### src/design/stpcd_pkg.sv
// Shared constants, types and carriers of the stepper command decoder
package stpcd_pkg;
  // Avalon byte offsets
  localparam logic [3:0] OFS_STATUS = 4'h0;
  localparam logic [3:0] OFS_MAX_SPEED = 4'h4;
  localparam logic [3:0] OFS_MIN_SPEED = 4'h8;
  // Parameter addresses reachable over the serial link
  localparam logic [4:0] PADDR_POSITION = 5'h01;
  localparam logic [4:0] PADDR_MAX_SPEED = 5'h02;
  localparam logic [4:0] PADDR_MIN_SPEED = 5'h03;
  localparam logic [4:0] PADDR_SPEED = 5'h04;
  localparam logic [1:0] REGISTER_ADDRESS_FIELD_BYTES = 2'h3;
  localparam logic [1:0] STATUS_BYTES = 2'h2;
  localparam logic [1:0] MOTION_ARG_BYTES = 2'h3;
  // Opcodes; bit 0 carries direction where the mask clears it
  localparam logic [7:0] OP_NOP = 8'h00;
  localparam logic [7:0] OP_RUN = 8'h50;
  localparam logic [7:0] OP_EXT_STEP = 8'h58;
  localparam logic [7:0] OP_MOVE = 8'h40;
  localparam logic [7:0] OP_ABSOLUTE_MOVE_CMD = 8'h60;
  localparam logic [7:0] OP_STATUS = 8'hd0;
  localparam logic [7:0] OP_DIR_MASK = 8'hfe;
  localparam logic [2:0] OP_SET_CLASS = 3'h0;
  localparam logic [2:0] OP_GET_CLASS = 3'h1;
  // Status word bit positions
  localparam int ST_EXT_STEP = 15;
  localparam int ST_UNKNOWN = 8;
  localparam int ST_NOT_PERF = 7;
  localparam int ST_MOT = 5;
  localparam int ST_DIR = 4;
  localparam int ST_BUSY = 1;
  // Reset values
  localparam logic [19:0] RST_MAX_SPEED = 20'h10000;
  localparam logic [19:0] RST_MIN_SPEED = 20'h00000;

  typedef enum logic [3:0] {
    C_NOP, C_BAD, C_SET, C_GET, C_RUN, C_EXT_STEP, C_MOVE, C_ABSOLUTE_MOVE_CMD, C_STATUS
  } stpcd_cmd_e;

  typedef enum logic {S_OPCODE, S_ARGS} stpcd_state_e;

  typedef struct packed {
    logic run_go;
    logic move_go;
    logic absolute_move_cmd_go;
    logic dir;
    logic [19:0] speed;
    logic [21:0] steps;
    logic [21:0] position;
  } stpcd_motion_s;
endpackage

### src/design/stpcd_cmd_decoder.sv
// Stepper command decoder: opcode/argument sequencing, responses, flags, Avalon registers
// Behaviour
// RULE1: A command is one opcode byte followed by zero to three argument bytes.
// RULE2: Every received byte answers all zeros unless a read response is pending.
// RULE3: Parameter and status reads return 1 to 3 bytes on following transfers.
// RULE4: A new response-needing command aborts the old response and loads its own.
// RULE5: An undefined opcode is discarded and raises the unknown-command flag.
// RULE6: The all-zero opcode does nothing at all.
// RULE7: Parameter write takes address from low five bits, value msb first.
// RULE8: Writing a read-only register is dropped; unknown flag at opcode end.
// RULE9: Conditional write with condition unmet is dropped; not-performable at last byte.
// RULE10: Writing a nonexistent address is dropped; unknown flag at opcode end.
// RULE11: Parameter read returns register contents msb first, length per register.
// RULE12: Read response is a snapshot taken at opcode decode.
// RULE13: All registers readable anytime; nonexistent address raises unknown flag.
// RULE14: Run takes direction from bit 0 and a 3-byte 0.28 speed.
// RULE15: Run speed is clamped between the configured minimum and maximum.
// RULE16: Run is always accepted at once and holds busy low until done.
// RULE17: External-step command enters external step mode, sets flag, motor reads stopped.
// RULE18: Only run, move or go-to leave external step mode; repeat changes direction.
// RULE19: External-step never drives busy low; rejected while running with not-performable.
// RULE20: Move steps a 3-byte count in bit 0 direction; rejected while running.
// RULE21: Go-to moves to a 3-byte position; rejected while busy is low.
// RULE22: Unknown and not-performable flags are sticky until a status read.
// RULE23: Don't-care argument bits never reach stored targets.
`timescale 1ns/1ps
module stpcd_cmd_decoder (
  input wire logic clk,
  input wire logic reset_n,
  input wire logic sck_pin,
  input wire logic cs_n_pin,
  input wire logic mosi_pin,
  output logic miso,
  input wire logic motor_running,
  input wire logic motion_done,
  input wire logic [19:0] speed_now,
  input wire logic [21:0] position_now,
  output stpcd_pkg::stpcd_motion_s motion_ff,
  output logic busy_n_ff,
  output logic ext_step_mode_flag_ff,
  output logic pos_load_ff,
  output logic [21:0] pos_value_ff,
  output logic unknown_cmd_flag_ff,
  output logic not_performable_flag_ff,
  input wire logic [3:0] avs_address,
  input wire logic avs_read,
  input wire logic avs_write,
  input wire logic [31:0] avs_writedata,
  input wire logic [3:0] avs_byteenable,
  output logic [31:0] avs_readdata_ff,
  output logic avs_waitrequest_ff
);
  stpcd_pkg::stpcd_state_e state_ff;
  stpcd_pkg::stpcd_cmd_e cmd_ff;
  stpcd_pkg::stpcd_cmd_e cmd_now;
  logic [4:0] addr_ff;
  logic [1:0] args_left_ff;
  logic [23:0] arg_ff;
  logic [23:0] arg_next;
  logic [23:0] resp_ff;
  logic [1:0] resp_left_ff;
  logic [19:0] max_speed_ff;
  logic [19:0] min_speed_ff;
  logic [19:0] clamped_speed;
  logic [23:0] read_val;
  logic [15:0] status_word;
  logic [7:0] rx_byte;
  logic [7:0] tx_byte;
  logic [1:0] plen_now;
  logic rx_valid;
  logic op_take;
  logic fin;
  logic bad_op;
  logic run_fin;
  logic move_fin;
  logic absolute_move_cmd_fin;
  logic step_now;
  logic stat_now;
  logic set_fin;
  logic pos_reject;
  logic notperf_set;
  logic av_write;
  logic [31:0] max_merged;
  logic [31:0] min_merged;

  ////////////////////////////////////////////////////////////////////////////
  // Opcode decode; bits outside each layout must match exactly, anything else is undefined
  function automatic stpcd_pkg::stpcd_cmd_e decode_op(input logic [7:0] b);
    if (b == stpcd_pkg::OP_NOP) decode_op = stpcd_pkg::C_NOP; //RULE6
    else if (b[7:5] == stpcd_pkg::OP_SET_CLASS) decode_op = stpcd_pkg::C_SET;
    else if (b[7:5] == stpcd_pkg::OP_GET_CLASS) decode_op = stpcd_pkg::C_GET;
    else if ((b & stpcd_pkg::OP_DIR_MASK) == stpcd_pkg::OP_RUN) decode_op = stpcd_pkg::C_RUN;
    else if ((b & stpcd_pkg::OP_DIR_MASK) == stpcd_pkg::OP_EXT_STEP) decode_op = stpcd_pkg::C_EXT_STEP;
    else if ((b & stpcd_pkg::OP_DIR_MASK) == stpcd_pkg::OP_MOVE) decode_op = stpcd_pkg::C_MOVE;
    else if (b == stpcd_pkg::OP_ABSOLUTE_MOVE_CMD) decode_op = stpcd_pkg::C_ABSOLUTE_MOVE_CMD;
    else if (b == stpcd_pkg::OP_STATUS) decode_op = stpcd_pkg::C_STATUS;
    else decode_op = stpcd_pkg::C_BAD;
  endfunction

  // Register length in bytes; zero marks a nonexistent address
  function automatic logic [1:0] register_address_field_len(input logic [4:0] a);
    case (a)
      stpcd_pkg::PADDR_POSITION, stpcd_pkg::PADDR_MAX_SPEED,
      stpcd_pkg::PADDR_MIN_SPEED, stpcd_pkg::PADDR_SPEED: register_address_field_len = stpcd_pkg::REGISTER_ADDRESS_FIELD_BYTES;
      default: register_address_field_len = 2'h0;
    endcase
  endfunction

  function automatic logic [31:0] be_merge(input logic [31:0] old, input logic [31:0] wd, input logic [3:0] be);
    be_merge = old;
    for (int i = 0; i < 4; i++) begin
      if (be[i]) be_merge[i*8 +: 8] = wd[i*8 +: 8];
    end
  endfunction

  stpcd_spi_link u_link (
    .clk(clk),
    .reset_n(reset_n),
    .sck_pin(sck_pin),
    .cs_n_pin(cs_n_pin),
    .mosi_pin(mosi_pin),
    .tx_byte(tx_byte),
    .rx_byte_ff(rx_byte),
    .rx_valid_ff(rx_valid),
    .miso_ff(miso)
  );

  ////////////////////////////////////////////////////////////////////////////
  // Decode terms
  assign cmd_now = decode_op(rx_byte);
  assign plen_now = register_address_field_len(rx_byte[4:0]);
  assign arg_next = {arg_ff[15:0], rx_byte};
  assign op_take = rx_valid && state_ff == stpcd_pkg::S_OPCODE;
  assign fin = rx_valid && state_ff == stpcd_pkg::S_ARGS && args_left_ff == 2'h1;
  assign bad_op = op_take && (cmd_now == stpcd_pkg::C_BAD //RULE5
    || ((cmd_now == stpcd_pkg::C_SET || cmd_now == stpcd_pkg::C_GET) && plen_now == 2'h0) //RULE10 RULE13
    || (cmd_now == stpcd_pkg::C_SET && rx_byte[4:0] == stpcd_pkg::PADDR_SPEED)); //RULE8
  assign run_fin = fin && cmd_ff == stpcd_pkg::C_RUN;
  assign move_fin = fin && cmd_ff == stpcd_pkg::C_MOVE;
  assign absolute_move_cmd_fin = fin && cmd_ff == stpcd_pkg::C_ABSOLUTE_MOVE_CMD;
  assign set_fin = fin && cmd_ff == stpcd_pkg::C_SET;
  assign step_now = op_take && cmd_now == stpcd_pkg::C_EXT_STEP;
  assign stat_now = op_take && cmd_now == stpcd_pkg::C_STATUS;
  assign pos_reject = set_fin && addr_ff == stpcd_pkg::PADDR_POSITION && motor_running; //RULE9
  assign notperf_set = (move_fin && motor_running) || (absolute_move_cmd_fin && !busy_n_ff) //RULE20 RULE21
    || (step_now && motor_running) || pos_reject; //RULE19 RULE9
  // Don't-care top bits of the speed argument are cut off here
  assign clamped_speed = (arg_next[19:0] > max_speed_ff) ? max_speed_ff : //RULE15 RULE23
    (arg_next[19:0] < min_speed_ff) ? min_speed_ff : arg_next[19:0];
  assign status_word = (16'(ext_step_mode_flag_ff) << stpcd_pkg::ST_EXT_STEP)
    | (16'(unknown_cmd_flag_ff) << stpcd_pkg::ST_UNKNOWN)
    | (16'(not_performable_flag_ff) << stpcd_pkg::ST_NOT_PERF)
    | (16'({2{motor_running && !ext_step_mode_flag_ff}}) << stpcd_pkg::ST_MOT) //RULE17
    | (16'(motion_ff.dir) << stpcd_pkg::ST_DIR)
    | (16'(busy_n_ff) << stpcd_pkg::ST_BUSY);
  assign tx_byte = (resp_left_ff != 2'h0) ? resp_ff[23:16] : 8'h00; //RULE2
  assign max_merged = be_merge({12'h000, max_speed_ff}, avs_writedata, avs_byteenable);
  assign min_merged = be_merge({12'h000, min_speed_ff}, avs_writedata, avs_byteenable);

  always_comb begin
    case (rx_byte[4:0])
      stpcd_pkg::PADDR_POSITION: read_val = {2'h0, position_now};
      stpcd_pkg::PADDR_MAX_SPEED: read_val = {4'h0, max_speed_ff};
      stpcd_pkg::PADDR_MIN_SPEED: read_val = {4'h0, min_speed_ff};
      stpcd_pkg::PADDR_SPEED: read_val = {4'h0, speed_now};
      default: read_val = 24'h000000;
    endcase
  end

  ////////////////////////////////////////////////////////////////////////////
  // Opcode and argument sequencing
  always_ff @(posedge clk or negedge reset_n) begin
    if (!reset_n) begin
      state_ff <= stpcd_pkg::S_OPCODE;
      cmd_ff <= stpcd_pkg::C_NOP;
      addr_ff <= 5'h00;
      args_left_ff <= 2'h0;
      arg_ff <= 24'h000000;
    end else if (op_take && !bad_op) begin
      cmd_ff <= cmd_now;
      addr_ff <= rx_byte[4:0]; //RULE7
      arg_ff <= 24'h000000;
      case (cmd_now)
        stpcd_pkg::C_SET: begin
          state_ff <= stpcd_pkg::S_ARGS; //RULE1
          args_left_ff <= plen_now; //RULE7
        end
        stpcd_pkg::C_RUN, stpcd_pkg::C_MOVE, stpcd_pkg::C_ABSOLUTE_MOVE_CMD: begin
          state_ff <= stpcd_pkg::S_ARGS; //RULE1
          args_left_ff <= stpcd_pkg::MOTION_ARG_BYTES;
        end
        default: state_ff <= stpcd_pkg::S_OPCODE;
      endcase
    end else if (rx_valid && state_ff == stpcd_pkg::S_ARGS) begin
      arg_ff <= arg_next;
      args_left_ff <= args_left_ff - 2'h1;
      if (args_left_ff == 2'h1) state_ff <= stpcd_pkg::S_OPCODE;
    end
  end

  ////////////////////////////////////////////////////////////////////////////
  // Sticky flags; a new event wins over the clear by status read
  always_ff @(posedge clk or negedge reset_n) begin
    if (!reset_n) begin
      unknown_cmd_flag_ff <= 1'b0;
      not_performable_flag_ff <= 1'b0;
    end else begin
      unknown_cmd_flag_ff <= bad_op || (unknown_cmd_flag_ff && !stat_now); //RULE5 RULE22
      not_performable_flag_ff <= notperf_set || (not_performable_flag_ff && !stat_now); //RULE22
    end
  end

  ////////////////////////////////////////////////////////////////////////////
  // Response buffer, captured once at decode
  always_ff @(posedge clk or negedge reset_n) begin
    if (!reset_n) begin
      resp_ff <= 24'h000000;
      resp_left_ff <= 2'h0;
    end else if (op_take && cmd_now == stpcd_pkg::C_GET && plen_now != 2'h0) begin
      resp_ff <= read_val; //RULE11 RULE12 RULE4
      resp_left_ff <= plen_now; //RULE3
    end else if (stat_now) begin
      resp_ff <= {status_word, 8'h00}; //RULE4
      resp_left_ff <= stpcd_pkg::STATUS_BYTES; //RULE3
    end else if (rx_valid && resp_left_ff != 2'h0) begin
      resp_ff <= {resp_ff[15:0], 8'h00}; //RULE11
      resp_left_ff <= resp_left_ff - 2'h1;
    end
  end

  ////////////////////////////////////////////////////////////////////////////
  // Motion targets, busy and external step mode
  always_ff @(posedge clk or negedge reset_n) begin
    if (!reset_n) begin
      motion_ff <= '0;
    end else begin
      motion_ff.run_go <= run_fin; //RULE16
      motion_ff.move_go <= move_fin && !motor_running; //RULE20
      motion_ff.absolute_move_cmd_go <= absolute_move_cmd_fin && busy_n_ff; //RULE21
      if (run_fin) begin
        motion_ff.dir <= cmd_ff_dir(addr_ff); //RULE14
        motion_ff.speed <= clamped_speed; //RULE14 RULE15
      end
      if (move_fin && !motor_running) begin
        motion_ff.dir <= cmd_ff_dir(addr_ff); //RULE20
        motion_ff.steps <= arg_next[21:0]; //RULE23
      end
      if (absolute_move_cmd_fin && busy_n_ff) motion_ff.position <= arg_next[21:0]; //RULE21 RULE23
      if (step_now && !motor_running) motion_ff.dir <= rx_byte[0]; //RULE17 RULE18
    end
  end

  // Opcode bit 0 is kept in the low address bit of the latched opcode
  function automatic logic cmd_ff_dir(input logic [4:0] a);
    cmd_ff_dir = a[0];
  endfunction

  always_ff @(posedge clk or negedge reset_n) begin
    if (!reset_n) begin
      busy_n_ff <= 1'b1;
      ext_step_mode_flag_ff <= 1'b0;
    end else begin
      // A start in the same cycle as a done keeps busy low
      if (run_fin || (move_fin && !motor_running) || (absolute_move_cmd_fin && busy_n_ff)) begin
        busy_n_ff <= 1'b0; //RULE16 RULE20 RULE21
        ext_step_mode_flag_ff <= 1'b0; //RULE18
      end else begin
        if (motion_done) busy_n_ff <= 1'b1;
        if (step_now && !motor_running) ext_step_mode_flag_ff <= 1'b1; //RULE17 RULE19
      end
    end
  end

  ////////////////////////////////////////////////////////////////////////////
  // Parameter registers; a serial write wins over a bus write in the same cycle
  always_ff @(posedge clk or negedge reset_n) begin
    if (!reset_n) begin
      max_speed_ff <= stpcd_pkg::RST_MAX_SPEED;
      min_speed_ff <= stpcd_pkg::RST_MIN_SPEED;
      pos_load_ff <= 1'b0;
      pos_value_ff <= 22'h000000;
    end else begin
      pos_load_ff <= set_fin && addr_ff == stpcd_pkg::PADDR_POSITION && !motor_running; //RULE9
      if (set_fin && addr_ff == stpcd_pkg::PADDR_POSITION) pos_value_ff <= arg_next[21:0]; //RULE7
      if (set_fin && addr_ff == stpcd_pkg::PADDR_MAX_SPEED) begin
        max_speed_ff <= arg_next[19:0]; //RULE7
      end else if (av_write && avs_address == stpcd_pkg::OFS_MAX_SPEED) begin
        max_speed_ff <= max_merged[19:0];
      end
      if (set_fin && addr_ff == stpcd_pkg::PADDR_MIN_SPEED) begin
        min_speed_ff <= arg_next[19:0]; //RULE7
      end else if (av_write && avs_address == stpcd_pkg::OFS_MIN_SPEED) begin
        min_speed_ff <= min_merged[19:0];
      end
    end
  end

  ////////////////////////////////////////////////////////////////////////////
  // Avalon slave: one wait cycle per access, unmapped reads return zero
  assign av_write = avs_write && !avs_waitrequest_ff;

  always_ff @(posedge clk or negedge reset_n) begin
    if (!reset_n) begin
      avs_waitrequest_ff <= 1'b1;
      avs_readdata_ff <= 32'h00000000;
    end else begin
      avs_waitrequest_ff <= !((avs_read || avs_write) && avs_waitrequest_ff);
      if (avs_read && avs_waitrequest_ff) begin
        case (avs_address)
          stpcd_pkg::OFS_STATUS: avs_readdata_ff <= {16'h0000, status_word};
          stpcd_pkg::OFS_MAX_SPEED: avs_readdata_ff <= {12'h000, max_speed_ff};
          stpcd_pkg::OFS_MIN_SPEED: avs_readdata_ff <= {12'h000, min_speed_ff};
          default: avs_readdata_ff <= 32'h00000000;
        endcase
      end
    end
  end
endmodule // stpcd_cmd_decoder

### src/design/stpcd_spi_link.sv
// Serial byte link: pin synchronisers, byte receive and response shift-out
`timescale 1ns/1ps
module stpcd_spi_link (
  input wire logic clk,
  input wire logic reset_n,
  input wire logic sck_pin,
  input wire logic cs_n_pin,
  input wire logic mosi_pin,
  input wire logic [7:0] tx_byte,
  output logic [7:0] rx_byte_ff,
  output logic rx_valid_ff,
  output logic miso_ff
);
  logic [1:0] sck_sync_ff;
  logic [1:0] cs_sync_ff;
  logic [1:0] mosi_sync_ff;
  logic sck_prev_ff;
  logic cs_prev_ff;
  logic [2:0] bits_ff;
  logic [7:0] shin_ff;
  logic [7:0] shout_ff;
  logic sck_rise;
  logic sck_fall;
  logic cs_fall;

  ////////////////////////////////////////////////////////////////////////////
  // Two flops per pin; only the second stage feeds edge detection
  always_ff @(posedge clk or negedge reset_n) begin
    if (!reset_n) begin
      sck_sync_ff <= 2'h3;
      cs_sync_ff <= 2'h3;
      mosi_sync_ff <= 2'h0;
      sck_prev_ff <= 1'b1;
      cs_prev_ff <= 1'b1;
    end else begin
      sck_sync_ff <= {sck_sync_ff[0], sck_pin};
      cs_sync_ff <= {cs_sync_ff[0], cs_n_pin};
      mosi_sync_ff <= {mosi_sync_ff[0], mosi_pin};
      sck_prev_ff <= sck_sync_ff[1];
      cs_prev_ff <= cs_sync_ff[1];
    end
  end

  assign sck_rise = sck_sync_ff[1] && !sck_prev_ff;
  assign sck_fall = !sck_sync_ff[1] && sck_prev_ff;
  assign cs_fall = !cs_sync_ff[1] && cs_prev_ff;

  ////////////////////////////////////////////////////////////////////////////
  // Receive on rising clock edges, msb first
  always_ff @(posedge clk or negedge reset_n) begin
    if (!reset_n) begin
      bits_ff <= 3'h0;
      shin_ff <= 8'h00;
      rx_byte_ff <= 8'h00;
      rx_valid_ff <= 1'b0;
    end else begin
      rx_valid_ff <= 1'b0;
      if (cs_sync_ff[1]) begin
        bits_ff <= 3'h0;
      end else if (sck_rise) begin
        shin_ff <= {shin_ff[6:0], mosi_sync_ff[1]};
        bits_ff <= bits_ff + 3'h1;
        if (bits_ff == 3'h7) begin
          rx_byte_ff <= {shin_ff[6:0], mosi_sync_ff[1]};
          rx_valid_ff <= 1'b1;
        end
      end
    end
  end

  ////////////////////////////////////////////////////////////////////////////
  // Transmit on falling edges; a new byte is loaded at each byte boundary
  always_ff @(posedge clk or negedge reset_n) begin
    if (!reset_n) begin
      shout_ff <= 8'h00;
      miso_ff <= 1'b0;
    end else if (cs_fall || (sck_fall && !cs_sync_ff[1] && bits_ff == 3'h0)) begin
      shout_ff <= {tx_byte[6:0], 1'b0};
      miso_ff <= tx_byte[7];
    end else if (sck_fall && !cs_sync_ff[1]) begin
      shout_ff <= {shout_ff[6:0], 1'b0};
      miso_ff <= shout_ff[7];
    end
  end
endmodule // stpcd_spi_link

### config.mk
export PLATFORM = sky130hd
export DESIGN_NAME = stpcd_cmd_decoder
export DESIGN_NICKNAME = d
export VERILOG_FILES = /design/src/design/stpcd_pkg.sv /design/src/design/stpcd_cmd_decoder.sv /design/src/design/stpcd_spi_link.sv
export SDC_FILE = /design/constraint.sdc
export NUM_CORES = 1
export LEC_CHECK = 0
export BUFFER_PORTS_ARGS = -buffer_cell sky130_fd_sc_hd__buf_2
export CORE_MARGIN = 2
export CORE_UTILIZATION = 50
export CTS_CLUSTER_SIZE = 24
export DETAILED_ROUTE_END_ITERATION = 6
export GPL_TIMING_DRIVEN = 0
export PLACE_DENSITY = 0.81
export SLEW_MARGIN = 20
export SYNTH_ARGS = -nofsm -noshare
export SYNTH_HDL_FRONTEND = slang
export SYNTH_SLANG_ARGS = --single-unit
### constraint.sdc
create_clock -name clk -period 2.9 [get_ports clk]
set_input_delay 0.58 -clock clk [delete_from_list [all_inputs] [get_ports clk]]
set_output_delay 0.58 -clock clk [all_outputs]
set_load 0.01 [all_outputs]
==> impl_metrics.csv <==
group,metric,value,unit
status,status,"complete, but fails checks",
status,violations,"negative hold slack",
final_layout,fin_area,0.0148,mm²
final_layout,fin_cells,1791,
synth,ys_types,68,
drt,num_vias,10499,
power,clkPwrFrac,46.6,%
power,switching_share,24.5,%
power,p_leak,7.58,nW
place,place_area,0.0137,mm²
worst_setup_path,cp_slowest_cell,"clkbuf_1",
synth,synth-seq-cells,243,
place,numPortBuffers,194,
worst_setup_path,path_cells,"buf_2 -> clkbuf_1 -> and4b_1 -> clkbuf_1 -> a22o_1 -> a221oi_1 -> o21ai_1",
drt,first_pass_iters,5,
sta,tightest_slew,1040,ps
synth,yosys.area.top_type,"dfrtp_1",
clock_tree,h-tree-depth,1,
worst_setup_path,critical_path.max_stage_delay,590,ps
global_route,antenna_found_initial,1,
sta,slew_headroom,29.7,%
final_layout,syn2layout_area_growth,21.5,%
flow_run,maxCapViolCount,0,
worst_setup_path,critical_path_class,"register to register",
final_layout,diodes,0,
power,ir_drop,0.000394,V
synth,synth.most_common_cell,"dfrtp_1",
synth,ys_seq_area_share,50.0,%
synth,yosys-top-cells-count,"dfrtp_1, nand2_1, a21oi_1",
worst_hold_path,min_path_type,"input port to asynchronous set/reset pin",
floorplanning,row_count,57,
drt,drc_errors,0,
synth,syn_avg_cell_area,10.2,µm²
clock_tree,ctsHoldBuffers,0,
synth,synth_top_area_share,48.0,%
global_route,grt_max_degree,95,
worst_setup_path,path_max_fanout,10,
synth,synth-edff-count,0,
final_layout,multi_input_area,0.00553,mm²
drt,detail-route-antenna-nets,0,
synth,yosysWarnings,0,
global_route,grt_pass1_wl,59.2,mm
floorplanning,die_h,160,µm
final_layout,fillers,2020,
power,intPower,0.00627,W
power,seq_power_share,45.5,%
drt,totalWireLength,38.3,mm
sta,fin_worst_skew,8.62,ps
global_route,first_global_vias,10421,
power,cellPowerDensity,561,mW/mm²
clock_tree,path_clk_slew,60,ps
synth,synth_ff_type,"dfrtp_1",
final_layout,regArea,0.00611,mm²
sta,hold_viol_final,3,
floorplanning,core_area,0.0241,mm²
sta,fmax,348,MHz
drt,drt_iter0_drc,937,
synth,async_flop_share,100,%
sta,hold_ws,-10.1,ps
global_route,grt_usage,29.6,%
floorplanning,dieArea,0.0257,mm²
place,dp.cells,1728,
sta,finalSetupViolations,0,
worst_setup_path,arrival,3290,ps
final_layout,final_util,61.5,%
sta,finalSetupTns,0,ps
sta,report.final.slew_viol_count,0,
worst_setup_path,startpoint_type,"register",
clock_tree,clk_latency,550,ps
clock_tree,cts_made_buffers,28,
clock_tree,cts_tree,"built",
place,routabilityCongestion,0.970,
floorplanning,ioPinCount,220,
worst_setup_path,crit_top_cell,"clkbuf_1",
drt,via_per_inst,5.86,
synth,synth.area.top_cells,"dfrtp_1, mux2_2, nand2_1, mux2i_1, ha_1",
drt,wl_per_cell,21.4,µm
power,power,0.00831,W
power,p_comb_share,7.9,%
power,p_sw,0.00204,W
final_layout,drive_above_1_share,28.0,%
sta,layout_min_cycle_time,2880,ps
synth,synthesis.area,0.0122,mm²
worst_setup_path,end_kind,"register",
synth,syn_inst,1197,
floorplanning,start_util,50.6,%
global_route,grt_overflow,0,
final_layout,fin_nets,1580,
sta,finalCritPeriodShare,99.2,%
clock_tree,clk_path_buf_depth,3,
floorplanning,die_w,160,µm
place,hpwl,27.8,mm
worst_setup_path,worstPathRequired,3310,ps
clock_tree,cts.sinks,243,
sta,rsz0062_at_grt,"true",
clock_tree,root_buffer,"clkbuf_16",
-- per-layer routing --
layer | part of all wire, % | global-route usage [%] | wire [µm]
met1 | 41 | 39.8 | 15700
met2 | 45 | 45.4 | 17100
met3 | 10 | 8.26 | 3910
met4 | 4.1 | 12.5 | 1570
met5 | 0.018 | 0 | 7
-- flip-flops by register name (all words and copies together) (netlist names), 2 cells and up --
name and count:
motion_ff 68, resp_ff 24, pos_value_ff 22, avs_readdata_ff 20
max_speed_ff 20, min_speed_ff 20, arg_ff 14, u_link.rx_byte_ff 8
u_link.shin_ff 7, u_link.shout_ff 7, addr_ff 5, cmd_ff 4
u_link.bits_ff 3, args_left_ff 2, resp_left_ff 2, u_link.cs_sync_ff 2
u_link.mosi_sync_ff 2, u_link.sck_sync_ff 2
-- logic make-up after synthesis --
family | Yosys count | share of synthesized area (%)
buf+inv | 138 | 5.11
other cells | 1 | 0.0308
fa+ha+maj | 44 | 4.52
simple gates | 357 | 13.2
flops | 243 | 50.0
xor+xnor | 2 | 0.144
compound gates | 277 | 15.2
mux | 135 | 11.8
-- layout make-up --
type	instances	share of cell area, %
buffer	88	2.96
inverter	50	1.29
tap	324	2.74
clock buffer	43	5.73
timing repair buffer	207	7.55
clock inverter	9	1.18
sequential	243	41.2
multi-input combinational	827	37.3
-- layout by cell type, fill, tap and decap left out, drive strengths merged, types with 5 or more instances in the layout --
cell type / instances
nand2: 201
a22oi: 21
mux2: 69
o211ai: 8
nand3: 19
a32oi: 7
nand4: 10
nor2: 60
o21ai: 85
nor3: 10
inv: 49
clkbuf: 91
mux2i: 66
ha: 44
nor2b: 7
dfstp: 9
nand2b: 5
or4: 5
a221oi: 21
and3: 6
a21oi: 77
nor3b: 8
dfrtp: 234
conb: 12
a22o: 20
o221ai: 14
nor4: 5
buf: 247
bufinv: 5
-- critical path, delay by kind of cell (launching register included) --
family,cells,cell delay (ps)
buffers and inverters,3,1090
AO/OA/AOI/OAI,3,940
flip-flops,1,410
AND/OR/NAND/NOR,1,300
-- power by group through the flow --
stage | Combinational, W | Clock (W) | Sequential [W]
4_1_cts | 0.000644 | 0.00391 | 0.00377
2_1_floorplan | 0.000379 | 0 | 0.00373
3_3_place_gp | 0.000600 | 0 | 0.00383
6_report | 0.000654 | 0.00387 | 0.00379
3_5_place_dp | 0.000631 | 0 | 0.00383
5_1_grt | 0.000735 | 0.00406 | 0.00379
-- stage by stage --
step                      hold WS, ps  setup slack [ps]
after floorplan                   284               267
after global placement            336             -2950
after detailed placement          335              -127
after CTS                        26.9             0.807
after global routing             49.4             -21.5
final                           -10.1              22.5
-- path summary, 6_finish.rpt --
path | start | to | slack [ps] | cells after the start
max | u_link.rx_byte_ff[2]$_DFFE_PN0P_ | resp_ff[18]$_DFFE_PN0P_ | 20 | 7
min | reset_n | pos_value_ff[17]$_DFFE_PN0P_ | -10 | 1
max reg2reg | u_link.rx_byte_ff[2]$_DFFE_PN0P_ | resp_ff[18]$_DFFE_PN0P_ | 20 | 7
min reg2reg | u_link.mosi_sync_ff[0]$_DFF_PN0_ | u_link.mosi_sync_ff[1]$_DFF_PN0_ | 340 | 0
max in group asynchronous | reset_n | u_link.cs_sync_ff[0]$_DFF_PN1_ | 1650 | 3
min in group clk | sck_pin | u_link.sck_sync_ff[0]$_DFF_PN1_ | 130 | 1
-- timing repair --
item	in CTS	in global routing
gates resized for setup	2	16
setup buffers	1	10
endpoints found under the setup margin	20	25
Note: power is estimated with default switching activity, not from simulation.
